### config.mk
export PLATFORM = sky130hd
export DESIGN_NAME = ast_serial_transceiver
export DESIGN_NICKNAME = d
export VERILOG_FILES = /design/src/pkg/ast_pkg.sv /design/src/ast_serial_transceiver.sv
export VERILOG_INCLUDE_DIRS = /design/src /design/src/pkg
export SDC_FILE = /design/constraint.sdc
export NUM_CORES = 1
export LEC_CHECK = 0
export ABC_AREA = 1
export BUFFER_PORTS_ARGS = -buffer_cell sky130_fd_sc_hd__clkbuf_2
export CAP_MARGIN = 20
export CORE_UTILIZATION = 45
export CTS_CLUSTER_DIAMETER = 100
export CTS_CLUSTER_SIZE = 40
export DETAILED_ROUTE_END_ITERATION = 12
export SYNTH_ARGS = -nofsm -noshare
export SYNTH_HDL_FRONTEND = slang
export SYNTH_SLANG_ARGS = --single-unit
### constraint.sdc
create_clock -name CLK -period 4.2 [get_ports CLK]
set_input_delay 0.84 -clock CLK [delete_from_list [all_inputs] [get_ports CLK]]
set_output_delay 0.84 -clock CLK [all_outputs]
set_load 0.05 [all_outputs]
### src/pkg/ast_consts.svh
`ifndef AST_CONSTS_SVH
`define AST_CONSTS_SVH
// ****************************************
// register offsets (byte addresses)
// ****************************************
`define AST_OFS_BAUD  8'h00
`define AST_OFS_CTRL1 8'h04
`define AST_OFS_CTRL2 8'h08
`define AST_OFS_STAT  8'h0C
`define AST_OFS_DATA  8'h10
// ****************************************
// field positions
// ****************************************
`define AST_C1_WLEN  4
`define AST_C1_WAKE  3
`define AST_C1_ILT   2
`define AST_C1_PEN   1
`define AST_C1_PODD  0
`define AST_C2_TXEN  3
`define AST_C2_RXEN  2
`define AST_C2_SLEEP 1
`define AST_C2_BRK   0
`define AST_ST_TDRE  7
`define AST_ST_TC    6
`define AST_ST_RECEIVE_FULL_FLAG  5
`define AST_ST_IDLE  4
`define AST_ST_OR    3
`define AST_ST_NF    2
`define AST_ST_FE    1
`define AST_ST_PF    0
// ****************************************
// reset values, clear masks and timing
// ****************************************
`define AST_BAUD_RST  13'h0004
`define AST_STAT_RST  8'hC0
`define AST_RX_CLR    8'h3F
`define AST_TX_CLR    8'hC0
`define AST_OVS_LAST  4'hF
`define AST_VOTE_A    4'h7
`define AST_VOTE_B    4'h8
`define AST_VOTE_C    4'h9
`define AST_IDLE_T8   8'hA0
`define AST_IDLE_T9   8'hB0
`endif

### src/pkg/ast_pkg.sv
package ast_pkg;
  typedef enum logic [1:0] {
    RX_IDLE  = 2'b00,
    RX_START = 2'b01,
    RX_DATA  = 2'b11,
    RX_STOP  = 2'b10
  } ast_rx_state_t;
endpackage

### src/ast_serial_transceiver.sv
// Decided for this implementation: the register offsets and the APB slave port.
`timescale 1ns/100ps
`include "ast_consts.svh"
// Overview of operation
// frame is start bit, eight or nine data bits, stop bit.
// start bit is low, stop bit is high.
// data bits go out and come in least significant first.
// break is a line held low for whole frames.
// far transmitter leaves the line idle before a message.
// shifter loads only from the transmit data register.
// pin driven while sending or while transmitter enabled.
// completed receive word moves into the receive data register.
// three samples per bit, majority decides value and cleanliness; here any disagreement of the three flags noise.
// transmitter and receiver each run only when enabled.
// sleeping receiver sets none of its status flags.
// sleep bit written by software, cleared by hardware on wake.
// idle-line wake clears sleep as soon as idle is seen.
// far side leaves one idle frame between messages only.
// address wake on data msb set, bit 7 or bit 8.
// address wake clears sleep before the stop bit arrives.
// word arriving while full sets overrun, keeps old word.
// overrun clears by status read seeing it, then data read.
// noise on any bit flagged with full flag, same clearing.
// framing error set with full flag; overrun hides it.
// framing error blocks transfers until cleared by read pair.
// parity error on bad parity, cleared by read pair.
// word length bit one means nine data bits.
// wake select one means address mark, zero idle line.
// receiver samples at sixteen times bit rate, resyncs on start.
module ast_serial_transceiver (
  // clock and reset
  input  wire logic        CLK,
  input  wire logic        SRST,
  // apb slave
  input  wire logic        PSEL,
  input  wire logic        PENABLE,
  input  wire logic        PWRITE,
  input  wire logic [7:0]  PADDR,
  input  wire logic [31:0] PWDATA,
  output logic      [31:0] PRDATA,
  output logic             PREADY,
  output logic             PSLVERR,
  // serial pins
  input  wire logic        RXD,
  output logic             TXD,
  output logic             TXD_OE_N
);
  // ****************************************
  // register bus
  // ****************************************
  logic [12:0] baud;
  logic [4:0]  ctrl1;
  logic [3:0]  ctrl2;
  logic [7:0]  stat;
  logic [7:0]  seen;
  logic [8:0]  rx_data;
  logic [8:0]  tdr;
  logic        acc;
  logic        rd_stat;
  logic        rd_data;
  logic        wr_data;
  logic        wr_c2;
  logic        hit;
  logic [31:0] rd_mux;

  assign acc     = PSEL && PENABLE;
  assign hit     = PADDR == `AST_OFS_BAUD || PADDR == `AST_OFS_CTRL1 ||
                   PADDR == `AST_OFS_CTRL2 || PADDR == `AST_OFS_STAT ||
                   PADDR == `AST_OFS_DATA;
  assign PREADY  = 1'b1;
  assign PSLVERR = acc && !hit;
  assign rd_stat = acc && !PWRITE && PADDR == `AST_OFS_STAT;
  assign rd_data = acc && !PWRITE && PADDR == `AST_OFS_DATA;
  assign wr_data = acc && PWRITE && PADDR == `AST_OFS_DATA;
  assign wr_c2   = acc && PWRITE && PADDR == `AST_OFS_CTRL2;

  always_comb begin
    unique case (PADDR)
      `AST_OFS_BAUD:  rd_mux = {19'h0, baud};
      `AST_OFS_CTRL1: rd_mux = {27'h0, ctrl1};
      `AST_OFS_CTRL2: rd_mux = {28'h0, ctrl2};
      `AST_OFS_STAT:  rd_mux = {24'h0, stat};
      `AST_OFS_DATA:  rd_mux = {23'h0, rx_data};
      default:        rd_mux = 32'h0;
    endcase
  end

  // read data is latched in the setup cycle so the status snapshot
  // that arms the clear sequence is exactly what software saw
  always_ff @(posedge CLK) begin
    if (SRST) begin
      PRDATA <= 32'h0;
    end else if (PSEL && !PENABLE && !PWRITE) begin
      PRDATA <= rd_mux;
    end
  end

  logic       wake_clr;
  logic       addr_evt;
  logic       idle_evt;

  always_ff @(posedge CLK) begin
    if (SRST) begin
      baud  <= `AST_BAUD_RST;
      ctrl1 <= 5'h00;
    end else if (acc && PWRITE && PADDR == `AST_OFS_BAUD) begin
      baud  <= PWDATA[12:0];
    end else if (acc && PWRITE && PADDR == `AST_OFS_CTRL1) begin
      ctrl1 <= PWDATA[4:0];
    end
  end

  // software write wins over a wake in the same cycle
  assign wake_clr = ctrl2[`AST_C2_RXEN] && ctrl2[`AST_C2_SLEEP] &&
                    (ctrl1[`AST_C1_WAKE] ? addr_evt : idle_evt);
  always_ff @(posedge CLK) begin
    if (SRST) begin
      ctrl2 <= 4'h0;
    end else if (wr_c2) begin
      ctrl2 <= PWDATA[3:0];
    end else if (wake_clr) begin
      ctrl2[`AST_C2_SLEEP] <= 1'b0;
    end
  end

  logic sleep;
  logic wlen9;
  logic te;
  logic re;
  assign sleep = ctrl2[`AST_C2_SLEEP];
  assign wlen9 = ctrl1[`AST_C1_WLEN];
  assign te    = ctrl2[`AST_C2_TXEN];
  assign re    = ctrl2[`AST_C2_RXEN];

  // ****************************************
  // sample clock divider
  // ****************************************
  logic [12:0] div_cnt;
  logic        tick;
  assign tick = (te || re) && baud != 13'h0 && div_cnt <= 13'h0001;
  always_ff @(posedge CLK) begin
    if (SRST || tick || !(te || re)) begin
      div_cnt <= baud;
    end else begin
      div_cnt <= div_cnt - 13'h0001;
    end
  end

  // ****************************************
  // receiver
  // ****************************************
  ast_pkg::ast_rx_state_t rx_st;
  logic       rx_meta;
  logic       rx_in;
  logic [3:0] rx_ph;
  logic [3:0] rx_bit;
  logic [8:0] rx_sh;
  logic       s7;
  logic       s8;
  logic       vote;
  logic       noisy;
  logic       noise_acc;
  logic       eval;
  logic       rx_done;
  logic       rx_last;

  always_ff @(posedge CLK) begin
    if (SRST) begin
      rx_meta <= 1'b1;
      rx_in   <= 1'b1;
    end else begin
      rx_meta <= RXD;
      rx_in   <= rx_meta;
    end
  end

  assign vote    = (s7 && s8) || (s7 && rx_in) || (s8 && rx_in);
  assign noisy   = !(s7 == s8 && s8 == rx_in);
  assign eval    = tick && rx_ph == `AST_VOTE_C && rx_st != ast_pkg::RX_IDLE;
  assign rx_last = rx_bit == (wlen9 ? 4'h8 : 4'h7);
  assign rx_done = eval && rx_st == ast_pkg::RX_STOP;
  assign addr_evt = eval && rx_st == ast_pkg::RX_DATA && rx_last && vote;

  always_ff @(posedge CLK) begin
    if (SRST) begin
      s7 <= 1'b1;
      s8 <= 1'b1;
    end else if (tick) begin
      if (rx_ph == `AST_VOTE_A) begin
        s7 <= rx_in;
      end
      if (rx_ph == `AST_VOTE_B) begin
        s8 <= rx_in;
      end
    end
  end

  always_ff @(posedge CLK) begin
    if (SRST || !re) begin
      rx_st     <= ast_pkg::RX_IDLE;
      rx_ph     <= 4'h0;
      rx_bit    <= 4'h0;
      rx_sh     <= 9'h000;
      noise_acc <= 1'b0;
    end else if (tick) begin
      rx_ph <= rx_ph + 4'h1;
      unique case (rx_st)
        ast_pkg::RX_IDLE: begin
          rx_ph <= 4'h1;
          if (!rx_in) begin
            rx_st <= ast_pkg::RX_START;
          end
        end
        ast_pkg::RX_START: begin
          if (eval) begin
            rx_st     <= vote ? ast_pkg::RX_IDLE : ast_pkg::RX_DATA;
            rx_bit    <= 4'h0;
            rx_sh     <= 9'h000;
            noise_acc <= noisy;
          end
        end
        ast_pkg::RX_DATA: begin
          if (eval) begin
            rx_sh[rx_bit] <= vote;
            rx_bit        <= rx_bit + 4'h1;
            noise_acc     <= noise_acc || noisy;
            if (rx_last) begin
              rx_st <= ast_pkg::RX_STOP;
            end
          end
        end
        ast_pkg::RX_STOP: begin
          if (eval) begin
            rx_st <= ast_pkg::RX_IDLE;
          end
        end
      endcase
    end
  end

  // idle line: long type starts counting only once the frame is over
  logic [7:0] idle_cnt;
  logic [7:0] idle_thr;
  assign idle_thr = wlen9 ? `AST_IDLE_T9 : `AST_IDLE_T8;
  assign idle_evt = re && tick && rx_in && idle_cnt == idle_thr - 8'h01;
  always_ff @(posedge CLK) begin
    if (SRST || !re || !rx_in) begin
      idle_cnt <= 8'h00;
    end else if (ctrl1[`AST_C1_ILT] && rx_st != ast_pkg::RX_IDLE) begin
      idle_cnt <= 8'h00;
    end else if (tick && idle_cnt != idle_thr) begin
      idle_cnt <= idle_cnt + 8'h01;
    end
  end

  logic deliver;
  logic overrun;
  assign deliver = rx_done && !sleep && !stat[`AST_ST_FE] && !stat[`AST_ST_RECEIVE_FULL_FLAG];
  assign overrun = rx_done && !sleep && !stat[`AST_ST_FE] && stat[`AST_ST_RECEIVE_FULL_FLAG];

  always_ff @(posedge CLK) begin
    if (SRST) begin
      rx_data <= 9'h000;
    end else if (deliver) begin
      rx_data <= rx_sh;
    end
  end

  // ****************************************
  // transmitter
  // ****************************************
  logic [10:0] tx_sh;
  logic [3:0]  tx_ph;
  logic [3:0]  tx_left;
  logic        tx_busy;
  logic        tx_load;
  logic        brk_load;
  logic        tx_end;
  logic [10:0] next_frame;
  logic [8:0]  dp9;
  logic [7:0]  dp8;

  assign brk_load = !tx_busy && te && ctrl2[`AST_C2_BRK];
  assign tx_load  = !tx_busy && te && !ctrl2[`AST_C2_BRK] && !stat[`AST_ST_TDRE];
  assign tx_end   = tx_busy && tick && tx_ph == `AST_OVS_LAST && tx_left == 4'h1;
  assign dp9 = ctrl1[`AST_C1_PEN] ? {^tdr[7:0] ^ ctrl1[`AST_C1_PODD], tdr[7:0]} : tdr;
  assign dp8 = ctrl1[`AST_C1_PEN] ? {^tdr[6:0] ^ ctrl1[`AST_C1_PODD], tdr[6:0]}
                                  : tdr[7:0];
  assign next_frame = wlen9 ? {1'b1, dp9, 1'b0} : {2'b11, dp8, 1'b0};

  always_ff @(posedge CLK) begin
    if (SRST) begin
      tx_sh   <= 11'h7FF;
      tx_ph   <= 4'h0;
      tx_left <= 4'h0;
      tx_busy <= 1'b0;
    end else if (tx_load || brk_load) begin
      tx_sh   <= tx_load ? next_frame : {!wlen9, 10'h000};
      tx_ph   <= 4'h0;
      tx_left <= wlen9 ? 4'hB : 4'hA;
      tx_busy <= 1'b1;
    end else if (tx_busy && tick) begin
      tx_ph <= tx_ph + 4'h1;
      if (tx_ph == `AST_OVS_LAST) begin
        // a break that goes on must not show a one-cycle high between frames
        tx_sh   <= (tx_left == 4'h1 && te && ctrl2[`AST_C2_BRK]) ? 11'h000
                                                                 : {1'b1, tx_sh[10:1]};
        tx_left <= tx_left - 4'h1;
        tx_busy <= tx_left != 4'h1;
      end
    end
  end

  assign TXD      = tx_sh[0];
  assign TXD_OE_N = !(tx_busy || te);

  always_ff @(posedge CLK) begin
    if (SRST) begin
      tdr <= 9'h000;
    end else if (wr_data) begin
      tdr <= PWDATA[8:0];
    end
  end

  // ****************************************
  // status flags
  // ****************************************
  logic [7:0] st_set;
  logic [7:0] st_clr;
  logic       rx_pbad;
  assign rx_pbad = ctrl1[`AST_C1_PEN] && ((^rx_sh) != ctrl1[`AST_C1_PODD]);

  always_comb begin
    st_set = 8'h00;
    st_set[`AST_ST_TDRE] = tx_load;
    st_set[`AST_ST_TC]   = tx_end && !(te && (ctrl2[`AST_C2_BRK] ||
                           !stat[`AST_ST_TDRE]));
    st_set[`AST_ST_RECEIVE_FULL_FLAG] = deliver;
    st_set[`AST_ST_IDLE] = idle_evt && !sleep;
    st_set[`AST_ST_OR]   = overrun;
    st_set[`AST_ST_NF]   = deliver && (noise_acc || noisy);
    st_set[`AST_ST_FE]   = deliver && !vote;
    st_set[`AST_ST_PF]   = deliver && rx_pbad;
    st_clr = (rd_data ? (seen & `AST_RX_CLR) : 8'h00) |
             (wr_data ? (seen & `AST_TX_CLR) : 8'h00);
  end

  // a set in the same cycle as the clear survives
  always_ff @(posedge CLK) begin
    if (SRST) begin
      stat <= `AST_STAT_RST;
      seen <= 8'h00;
    end else begin
      stat <= (stat & ~st_clr) | st_set;
      seen <= rd_stat ? PRDATA[7:0] : (seen & ~st_clr);
    end
  end
endmodule

==> results of run 1 <==
[layout make-up]
type / instances / area (µm²) / share of cell area (%)
Clock buffer: 20 / 467 / 6.20
Clock inverter: 10 / 105 / 1.40
Multi-Input combinational cell: 650 / 3350 / 44.5
Timing Repair Buffer: 48 / 268 / 3.56
Sequential cell: 134 / 2680 / 35.7
Inverter: 111 / 419 / 5.57
Tap cell: 184 / 230 / 3.06
[state kept, by name (all words and copies together), names as in the netlist, 2 cells and up]
signal,flops
tx_left,4
stat,8
ctrl1,5
idle_cnt,8
baud,13
ctrl2,4
tx_ph,4
rx_data,9
rx_sh,9
tx_sh,11
rx_bit,4
PRDATA,13
rx_st,2
tdr,9
seen,8
rx_ph,4
div_cnt,13
[worst max-delay path, delay by kind of cell]
| kind | cells | cell delay [ps] |
|---|---|---|
| and+or+nand+nor | 3 | 270 |
| buffers and inverters | 3 | 630 |
| AOI/OAI and AO/OA | 1 | 400 |
[report_power, final]
part	internal [mW]	switching [mW]
clock	0.906	0.544
combinational	0.0235	0.0984
sequential	1.28	0.00285
total	2.21	0.646
[cells in the final DEF, fill, tap and decap left out, types with 12 or more instances in the layout]
| cell type | instances |
|---|---|
| sky130_fd_sc_hd__nor3_1 | 16 |
| sky130_fd_sc_hd__nand3_1 | 32 |
| sky130_fd_sc_hd__dfxtp_1 | 134 |
| sky130_fd_sc_hd__xnor2_1 | 15 |
| sky130_fd_sc_hd__clkbuf_2 | 42 |
| sky130_fd_sc_hd__nand4_1 | 12 |
| sky130_fd_sc_hd__ha_1 | 16 |
| sky130_fd_sc_hd__clkbuf_16 | 17 |
| sky130_fd_sc_hd__nor2_1 | 103 |
| sky130_fd_sc_hd__inv_1 | 106 |
| sky130_fd_sc_hd__a21oi_1 | 74 |
| sky130_fd_sc_hd__nand2_1 | 173 |
| sky130_fd_sc_hd__xor2_1 | 12 |
| sky130_fd_sc_hd__conb_1 | 20 |
| sky130_fd_sc_hd__o21ai_0 | 100 |
[cell families after synthesis]
logic type / Yosys count / synth area share, %
other cells: 2 / 0.112
fa+ha+maj: 16 / 3.00
simple gates: 374 / 24.7
xor+xnor: 27 / 3.54
flops: 134 / 40.2
compound gates: 213 / 17.8
buf+inv: 157 / 10.7
[final timing paths]
path                                 to  slack, ps  depth (start not counted)
worst max register to register  stat[2]       1910                         12
worst min register to register    rx_in        420                          1
worst max-delay path            PSLVERR       1210                          7
worst min-delay path              rx_in        420                          1
[stage by stage]
step                std cells  instance area (µm²)  utilization [%]  power (mW)
floorplan                 941                 6740                -        1.41
global placement         1127                 6950             48.0        1.43
detailed placement       1127                 6950             48.0        1.43
CTS                      1157                 7520             52.0        2.87
global route             1157                 7520             52.0        2.93
finish                   1157                 7520             52.0        2.85
[metal layers]
| metal | GRT usage (%) | up-vias |
|---|---|---|
| li1 | - | 3054 |
| met1 | 30.3 | 2654 |
| met2 | 36.6 | 99 |
| met3 | 4.40 | 19 |
| met4 | 7.98 | 0 |
| met5 | 0 | - |
==> impl_metrics.py, run 1 <==
metrics = {
    "placed_design": {
        "gp_routability_congestion": 0.818,
        "placement_setup_slack_ps": 1230,
        "post-dp-hpwl_mm": 11.9,
        "buffer_ports.inserted": 42,
    },
    "clock_tree": {
        "postCtsSetupBuffers": 0,
        "ctsResizeCount": 0,
        "root_buffer": "sky130_fd_sc_hd__clkbuf_16",
        "hold_bufs_inserted_after_cts": 0,
        "clockBufferDepth": 2,
        "clock_tree_from_tritoncts": "yes",
        "cts-buffers-inserted": 17,
        "h-tree-depth": 4,
        "clkSlewWorstSetupHoldPaths_ps": 60,
        "clkSinkCount": 134,
        "clk_latency_ps": 420,
    },
    "die": {
        "die-area_um2": 15300,
        "die_x_um": 124,
        "initial_core_utilization_pct": 46.1,
        "ioPinCount": 82,
        "die_ht_um": 124,
        "row_count": 44,
        "core_region_area_um2": 14500,
    },
    "drt": {
        "vias_per_cell": 5.04,
        "met1_routed_length_mm": 7.94,
        "detail_route.first_pass.iterations": 5,
        "drt-wirelength-per-cell_um": 14.0,
        "met2_wirelength_mm": 7.41,
        "detailed_route_iter0_violations": 384,
        "detailroute.via_count": 5826,
        "highest-signal-layer": "met4",
        "drtAntennaViolNets": 0,
        "wl_met3_um": 585,
        "route.detailed.drc": 0,
        "routed_wl_mm": 16.2,
    },
    "global_route": {
        "grt_pass1_wl_mm": 26.4,
        "gr-total-overflow": 0,
        "grt_start_max_net_pins": 47,
        "grt_antenna_before_repair": 0,
        "total_routing_resource_utilization_after_global_routing_pct": 22.8,
        "grt_pass1_vias": 5230,
    },
    "yosys": {
        "ys.warnings.count": 0,
        "synth_top_cells_by_area": "sky130_fd_sc_hd__dfxtp_1, sky130_fd_sc_hd__nand2_1, sky130_fd_sc_hd__o21ai_0",
        "synth.top_cell.area_share_pct": 40.2,
        "ys_types": 46,
        "synth_async_sr_flop_share_pct": 0,
        "synth-main-ff-cell": "sky130_fd_sc_hd__dfxtp_1",
        "synth-edff-count": 0,
        "synth_sequential_area_ratio_pct": 40.2,
        "synth_most_common_cell": "sky130_fd_sc_hd__nand2_1",
        "avgSynthCellArea_um2": 7.23,
        "synthCells": 923,
        "synth_common_cells": "sky130_fd_sc_hd__nand2_1, sky130_fd_sc_hd__dfxtp_1, sky130_fd_sc_hd__inv_1",
        "yosys_register_bits": 134,
        "mappedNetlistArea_um2": 6680,
        "yosys.area.top_type": "sky130_fd_sc_hd__dfxtp_1",
    },
    "timing": {
        "finalHoldWorstSlack_ps": 422,
        "timing_worst_slew_pin_value_ps": 831,
        "fin_ws_ps": 1210,
        "setup-violations-final": 0,
        "maxClockFrequency_ghz": 0.334,
        "timing.slew.headroom_pct": 44.1,
        "setup_repair_after_global_routing_missed_its_margin": "false",
        "final.setup_skew_ps": 5.15,
        "finalMaxSlewViolations": 0,
        "min_period_ps": 2990,
        "hold_violations": 0,
        "fin_tns_setup_ps": 0,
        "layout_worst_path_cycle_share_pct": 71.2,
    },
    "hold_path": {
        "worstHoldStart": "rx_meta",
        "min-delay-path-class": "flip-flop to flip-flop",
    },
    "pwr": {
        "power.static_leakage_nw": 3.09,
        "ir_drop_worst_case_vdd_uv": 278,
        "cellPowerDensity_nw_per_um2": 379,
    },
    "critical_path": {
        "critical_path.max_fanout": 18,
        "endpoint_kind": "output port",
        "critPathLaunchType": "input pin",
        "worstSetupStartpoint": "PADDR[1]",
        "timing.setup.critical_path_class": "input pin to output port",
        "regToRegStartpoint": "div_cnt[0]",
        "cp_common_cell": "sky130_fd_sc_hd__clkbuf_2",
        "cp.required_ps": 3360,
        "cp_slowest_cell": "sky130_fd_sc_hd__a211oi_1",
        "data_arrival_time_of_the_critical_path_ps": 2150,
        "critical_path_cell_by_cell": "clkbuf_2 -> nor2_2 -> nand2_1 -> nor3_4 -> buf_4 -> a211oi_1 -> clkbuf_2",
        "cp_slowest_stage_delay_ps": 400,
    },
    "layout": {
        "fillCellCount": 1468,
        "antenna-diode-count": 0,
        "area_delta_synth_final_pct": 12.7,
        "fin_nets": 1024,
        "drive_above_1_share_pct": 12.1,
    },
    "run": {
        "cap_viol_max_count": 0,
    },
    "outcome": {
        "status": "finished, final reports clean",
    },
}
(Power assumes the default switching activity.)
==> run 2, diff against run 1 <==
--- a/config.mk
+++ b/config.mk
@@ -6,7 +6,7 @@
 export SDC_FILE = /design/constraint.sdc
 export NUM_CORES = 1
 export LEC_CHECK = 0
-export ABC_AREA = 1
+export ABC_AREA = 0
 export BUFFER_PORTS_ARGS = -buffer_cell sky130_fd_sc_hd__clkbuf_2
 export CAP_MARGIN = 20
 export CORE_UTILIZATION = 45
==> constraint.sdc (replaced) <==
create_clock -name CLK -period 2.91 [get_ports CLK]
set_input_delay 0.582 -clock CLK [delete_from_list [all_inputs] [get_ports CLK]]
set_output_delay 0.582 -clock CLK [all_outputs]
set_load 0.05 [all_outputs]
==> run 2 against run 1 <==
Clock skew increased by 6.3 ps. Sequential cell count unchanged. First-iteration DRC count decreased by 24%. Synthesized cell count decreased by 16%. Routed wire length decreased by 3.2%. Hold slack got worse by 67 ps. Worst setup slack got worse by 920 ps. Cell area decreased by 3.5%.
==> impl_metrics.py, run 2 <==
metrics = {
    "layout": {
        "drive_above_1_share_pct": 12.3,
        "final_area_um2": 7260,
        "fillCellCount": 1325,
        "mostFrequentLayoutCells": "sky130_fd_sc_hd__dfxtp_1, sky130_fd_sc_hd__nand2_1, sky130_fd_sc_hd__nor2_1, sky130_fd_sc_hd__a21oi_1, sky130_fd_sc_hd__clkbuf_2",
        "fin_nets": 870,
        "antenna-diode-count": 0,
        "finish.utilization_pct": 52.1,
        "biggestRegsByFlops": "PRDATA: 13 flops, baud: 13 flops, div_cnt: 13 flops",
        "area_delta_synth_final_pct": 12.6,
        "layout.cells.most_common": "sky130_fd_sc_hd__dfxtp_1",
        "post_layout_nonfiller_instances": 999,
    },
    "critical_path": {
        "worstPathBufferInverterCount": 3,
        "cp_slowest_cell": "sky130_fd_sc_hd__nor4_1",
        "r2r_end": "rx_sh[5]",
        "reg2reg_depth": 7,
        "cp.required_ps": 2330,
        "cp_slowest_stage_delay_ps": 560,
        "critical_path.max_fanout": 15,
        "r2r_slack_ps": 370,
        "cp_top_family": "simple AND/OR/NAND/NOR gates",
        "endpoint_kind": "output port",
        "regToRegStartpoint": "div_cnt[7]",
        "critPathLaunchType": "input pin",
        "data_arrival_time_of_the_critical_path_ps": 2040,
        "cp_common_cell": "sky130_fd_sc_hd__clkbuf_2",
        "critical_path_cell_by_cell": "clkbuf_2 -> nor4_1 -> nor3b_1 -> buf_4 -> nor3_2 -> clkbuf_2",
        "timing.setup.critical_path_class": "input pin to output port",
    },
    "die": {
        "die_x_um": 122,
        "die-area_um2": 14800,
        "die_ht_um": 122,
        "core_region_area_um2": 13900,
        "row_count": 43,
        "ioPinCount": 82,
        "initial_core_utilization_pct": 46.2,
    },
    "yosys": {
        "avgSynthCellArea_um2": 8.29,
        "ys.warnings.count": 0,
        "synth-edff-count": 0,
        "mappedNetlistArea_um2": 6440,
        "synth_async_sr_flop_share_pct": 0,
        "synth_top_cells_by_area": "sky130_fd_sc_hd__dfxtp_1, sky130_fd_sc_hd__nand2_1, sky130_fd_sc_hd__a21oi_1",
        "synth-main-ff-cell": "sky130_fd_sc_hd__dfxtp_1",
        "yosys_register_bits": 134,
        "synthCells": 777,
        "synth_sequential_area_ratio_pct": 41.6,
        "ys_types": 58,
        "synth_common_cells": "sky130_fd_sc_hd__dfxtp_1, sky130_fd_sc_hd__nand2_1, sky130_fd_sc_hd__nor2_1",
        "synth.top_cell.area_share_pct": 41.6,
        "yosys.area.top_type": "sky130_fd_sc_hd__dfxtp_1",
        "synth_most_common_cell": "sky130_fd_sc_hd__dfxtp_1",
    },
    "placed_design": {
        "dpl-instance-area_um2": 6730,
        "gp_routability_congestion": 0.819,
        "placement_setup_slack_ps": 321,
        "post-dp-hpwl_mm": 11.5,
        "post-place-cells": 969,
        "buffer_ports.inserted": 42,
    },
    "timing": {
        "setup_repair_after_global_routing_missed_its_margin": "false",
        "layout_worst_path_cycle_share_pct": 90.0,
        "fin_tns_setup_ps": 0,
        "finalHoldWorstSlack_ps": 355,
        "hold_violations": 0,
        "min_period_ps": 2620,
        "setup-violations-final": 0,
        "timing_worst_slew_pin_value_ps": 818,
        "finalMaxSlewViolations": 0,
        "fin_ws_ps": 290,
        "timing.slew.headroom_pct": 45.2,
        "final.setup_skew_ps": 11.4,
        "maxClockFrequency_ghz": 0.382,
    },
    "hold_path": {
        "min_path_cells": 2,
        "min-delay-path-class": "input pin to flip-flop",
        "worstHoldStart": "RXD",
        "worstHoldEndpoint": "rx_meta",
    },
    "drt": {
        "drtAntennaViolNets": 0,
        "detailroute.via_count": 5490,
        "route.detailed.drc": 0,
        "detailed_route_iter0_violations": 292,
        "detail_route.first_pass.iterations": 5,
        "routed_wl_mm": 15.6,
        "vias_per_cell": 5.50,
        "drt-wirelength-per-cell_um": 15.7,
    },
    "clock_tree": {
        "clk_latency_ps": 410,
        "ctsResizeCount": 0,
        "root_buffer": "sky130_fd_sc_hd__clkbuf_16",
        "h-tree-depth": 4,
        "postCtsSetupBuffers": 0,
        "clkSinkCount": 134,
        "cts-buffers-inserted": 17,
        "hold_bufs_inserted_after_cts": 0,
        "clockBufferDepth": 2,
        "clock_tree_from_tritoncts": "yes",
        "clkSlewWorstSetupHoldPaths_ps": 50,
    },
    "global_route": {
        "total_routing_resource_utilization_after_global_routing_pct": 22.4,
        "grt_pass1_wl_mm": 25.7,
        "gr-total-overflow": 0,
        "grt_start_max_net_pins": 42,
        "grt_antenna_before_repair": 0,
        "grt_pass1_vias": 5200,
    },
    "outcome": {
        "status": "finished, final reports clean",
    },
    "run": {
        "cap_viol_max_count": 0,
    },
    "pwr": {
        "ir_drop_worst_case_vdd_uv": 478,
        "power.static_leakage_nw": 2.65,
        "cellPowerDensity_nw_per_um2": 543,
        "finalPower_mw": 3.94,
    },
}
==> run 2: how the worst max path moves through the flow <==
stage,start,end,slack (ps),cells past startpoint
CTS,PADDR[1],PSLVERR,320,6
global placement,PADDR[1],PSLVERR,380,6
global route,div_cnt[7],rx_sh[6],140,7
finish,PADDR[1],PSLVERR,290,6
detailed placement,PADDR[1],PSLVERR,320,6
floorplan,PADDR[2],PSLVERR,240,6
==> run 2: cell type report <==
cell class / instances / area, µm² / area share, %
Multi-Input combinational cell: 584 / 3440 / 47.5
Clock buffer: 26 / 479 / 6.60
Timing Repair Buffer: 58 / 330 / 4.55
Inverter: 13 / 48.8 / 0.672
Tap cell: 180 / 225 / 3.10
Sequential cell: 134 / 2680 / 37.0
Clock inverter: 4 / 47.5 / 0.655
==> run 2: cell families after synthesis <==
family	Yosys count	synth area share [%]
adder cells (fa/ha/maj)	16	3.11
AND/OR/NAND/NOR	324	24.3
multiplexers	38	5.96
AO/OA/AOI/OAI	148	13.7
other	2	0.117
XOR/XNOR	38	5.17
flip-flops	134	41.6
buffers and inverters	77	6.04
==> run 2: per-layer routing <==
metal / global-route usage, % / vias to the layer above / routed length, µm
met5: 0 / - / 0
met4: 7.10 / 0 / 221
met3: 5.99 / 12 / 683
met2: 36.5 / 109 / 7470
met1: 28.8 / 2637 / 7270
li1: - / 2732 / -
==> run 2: report_power, final <==
part           switching (mW)  internal (mW)  total [mW]
Clock                   0.724           1.21        1.93
Combinational           0.129         0.0310       0.160
Sequential            0.00534           1.84        1.85
Total                   0.858           3.08        3.94
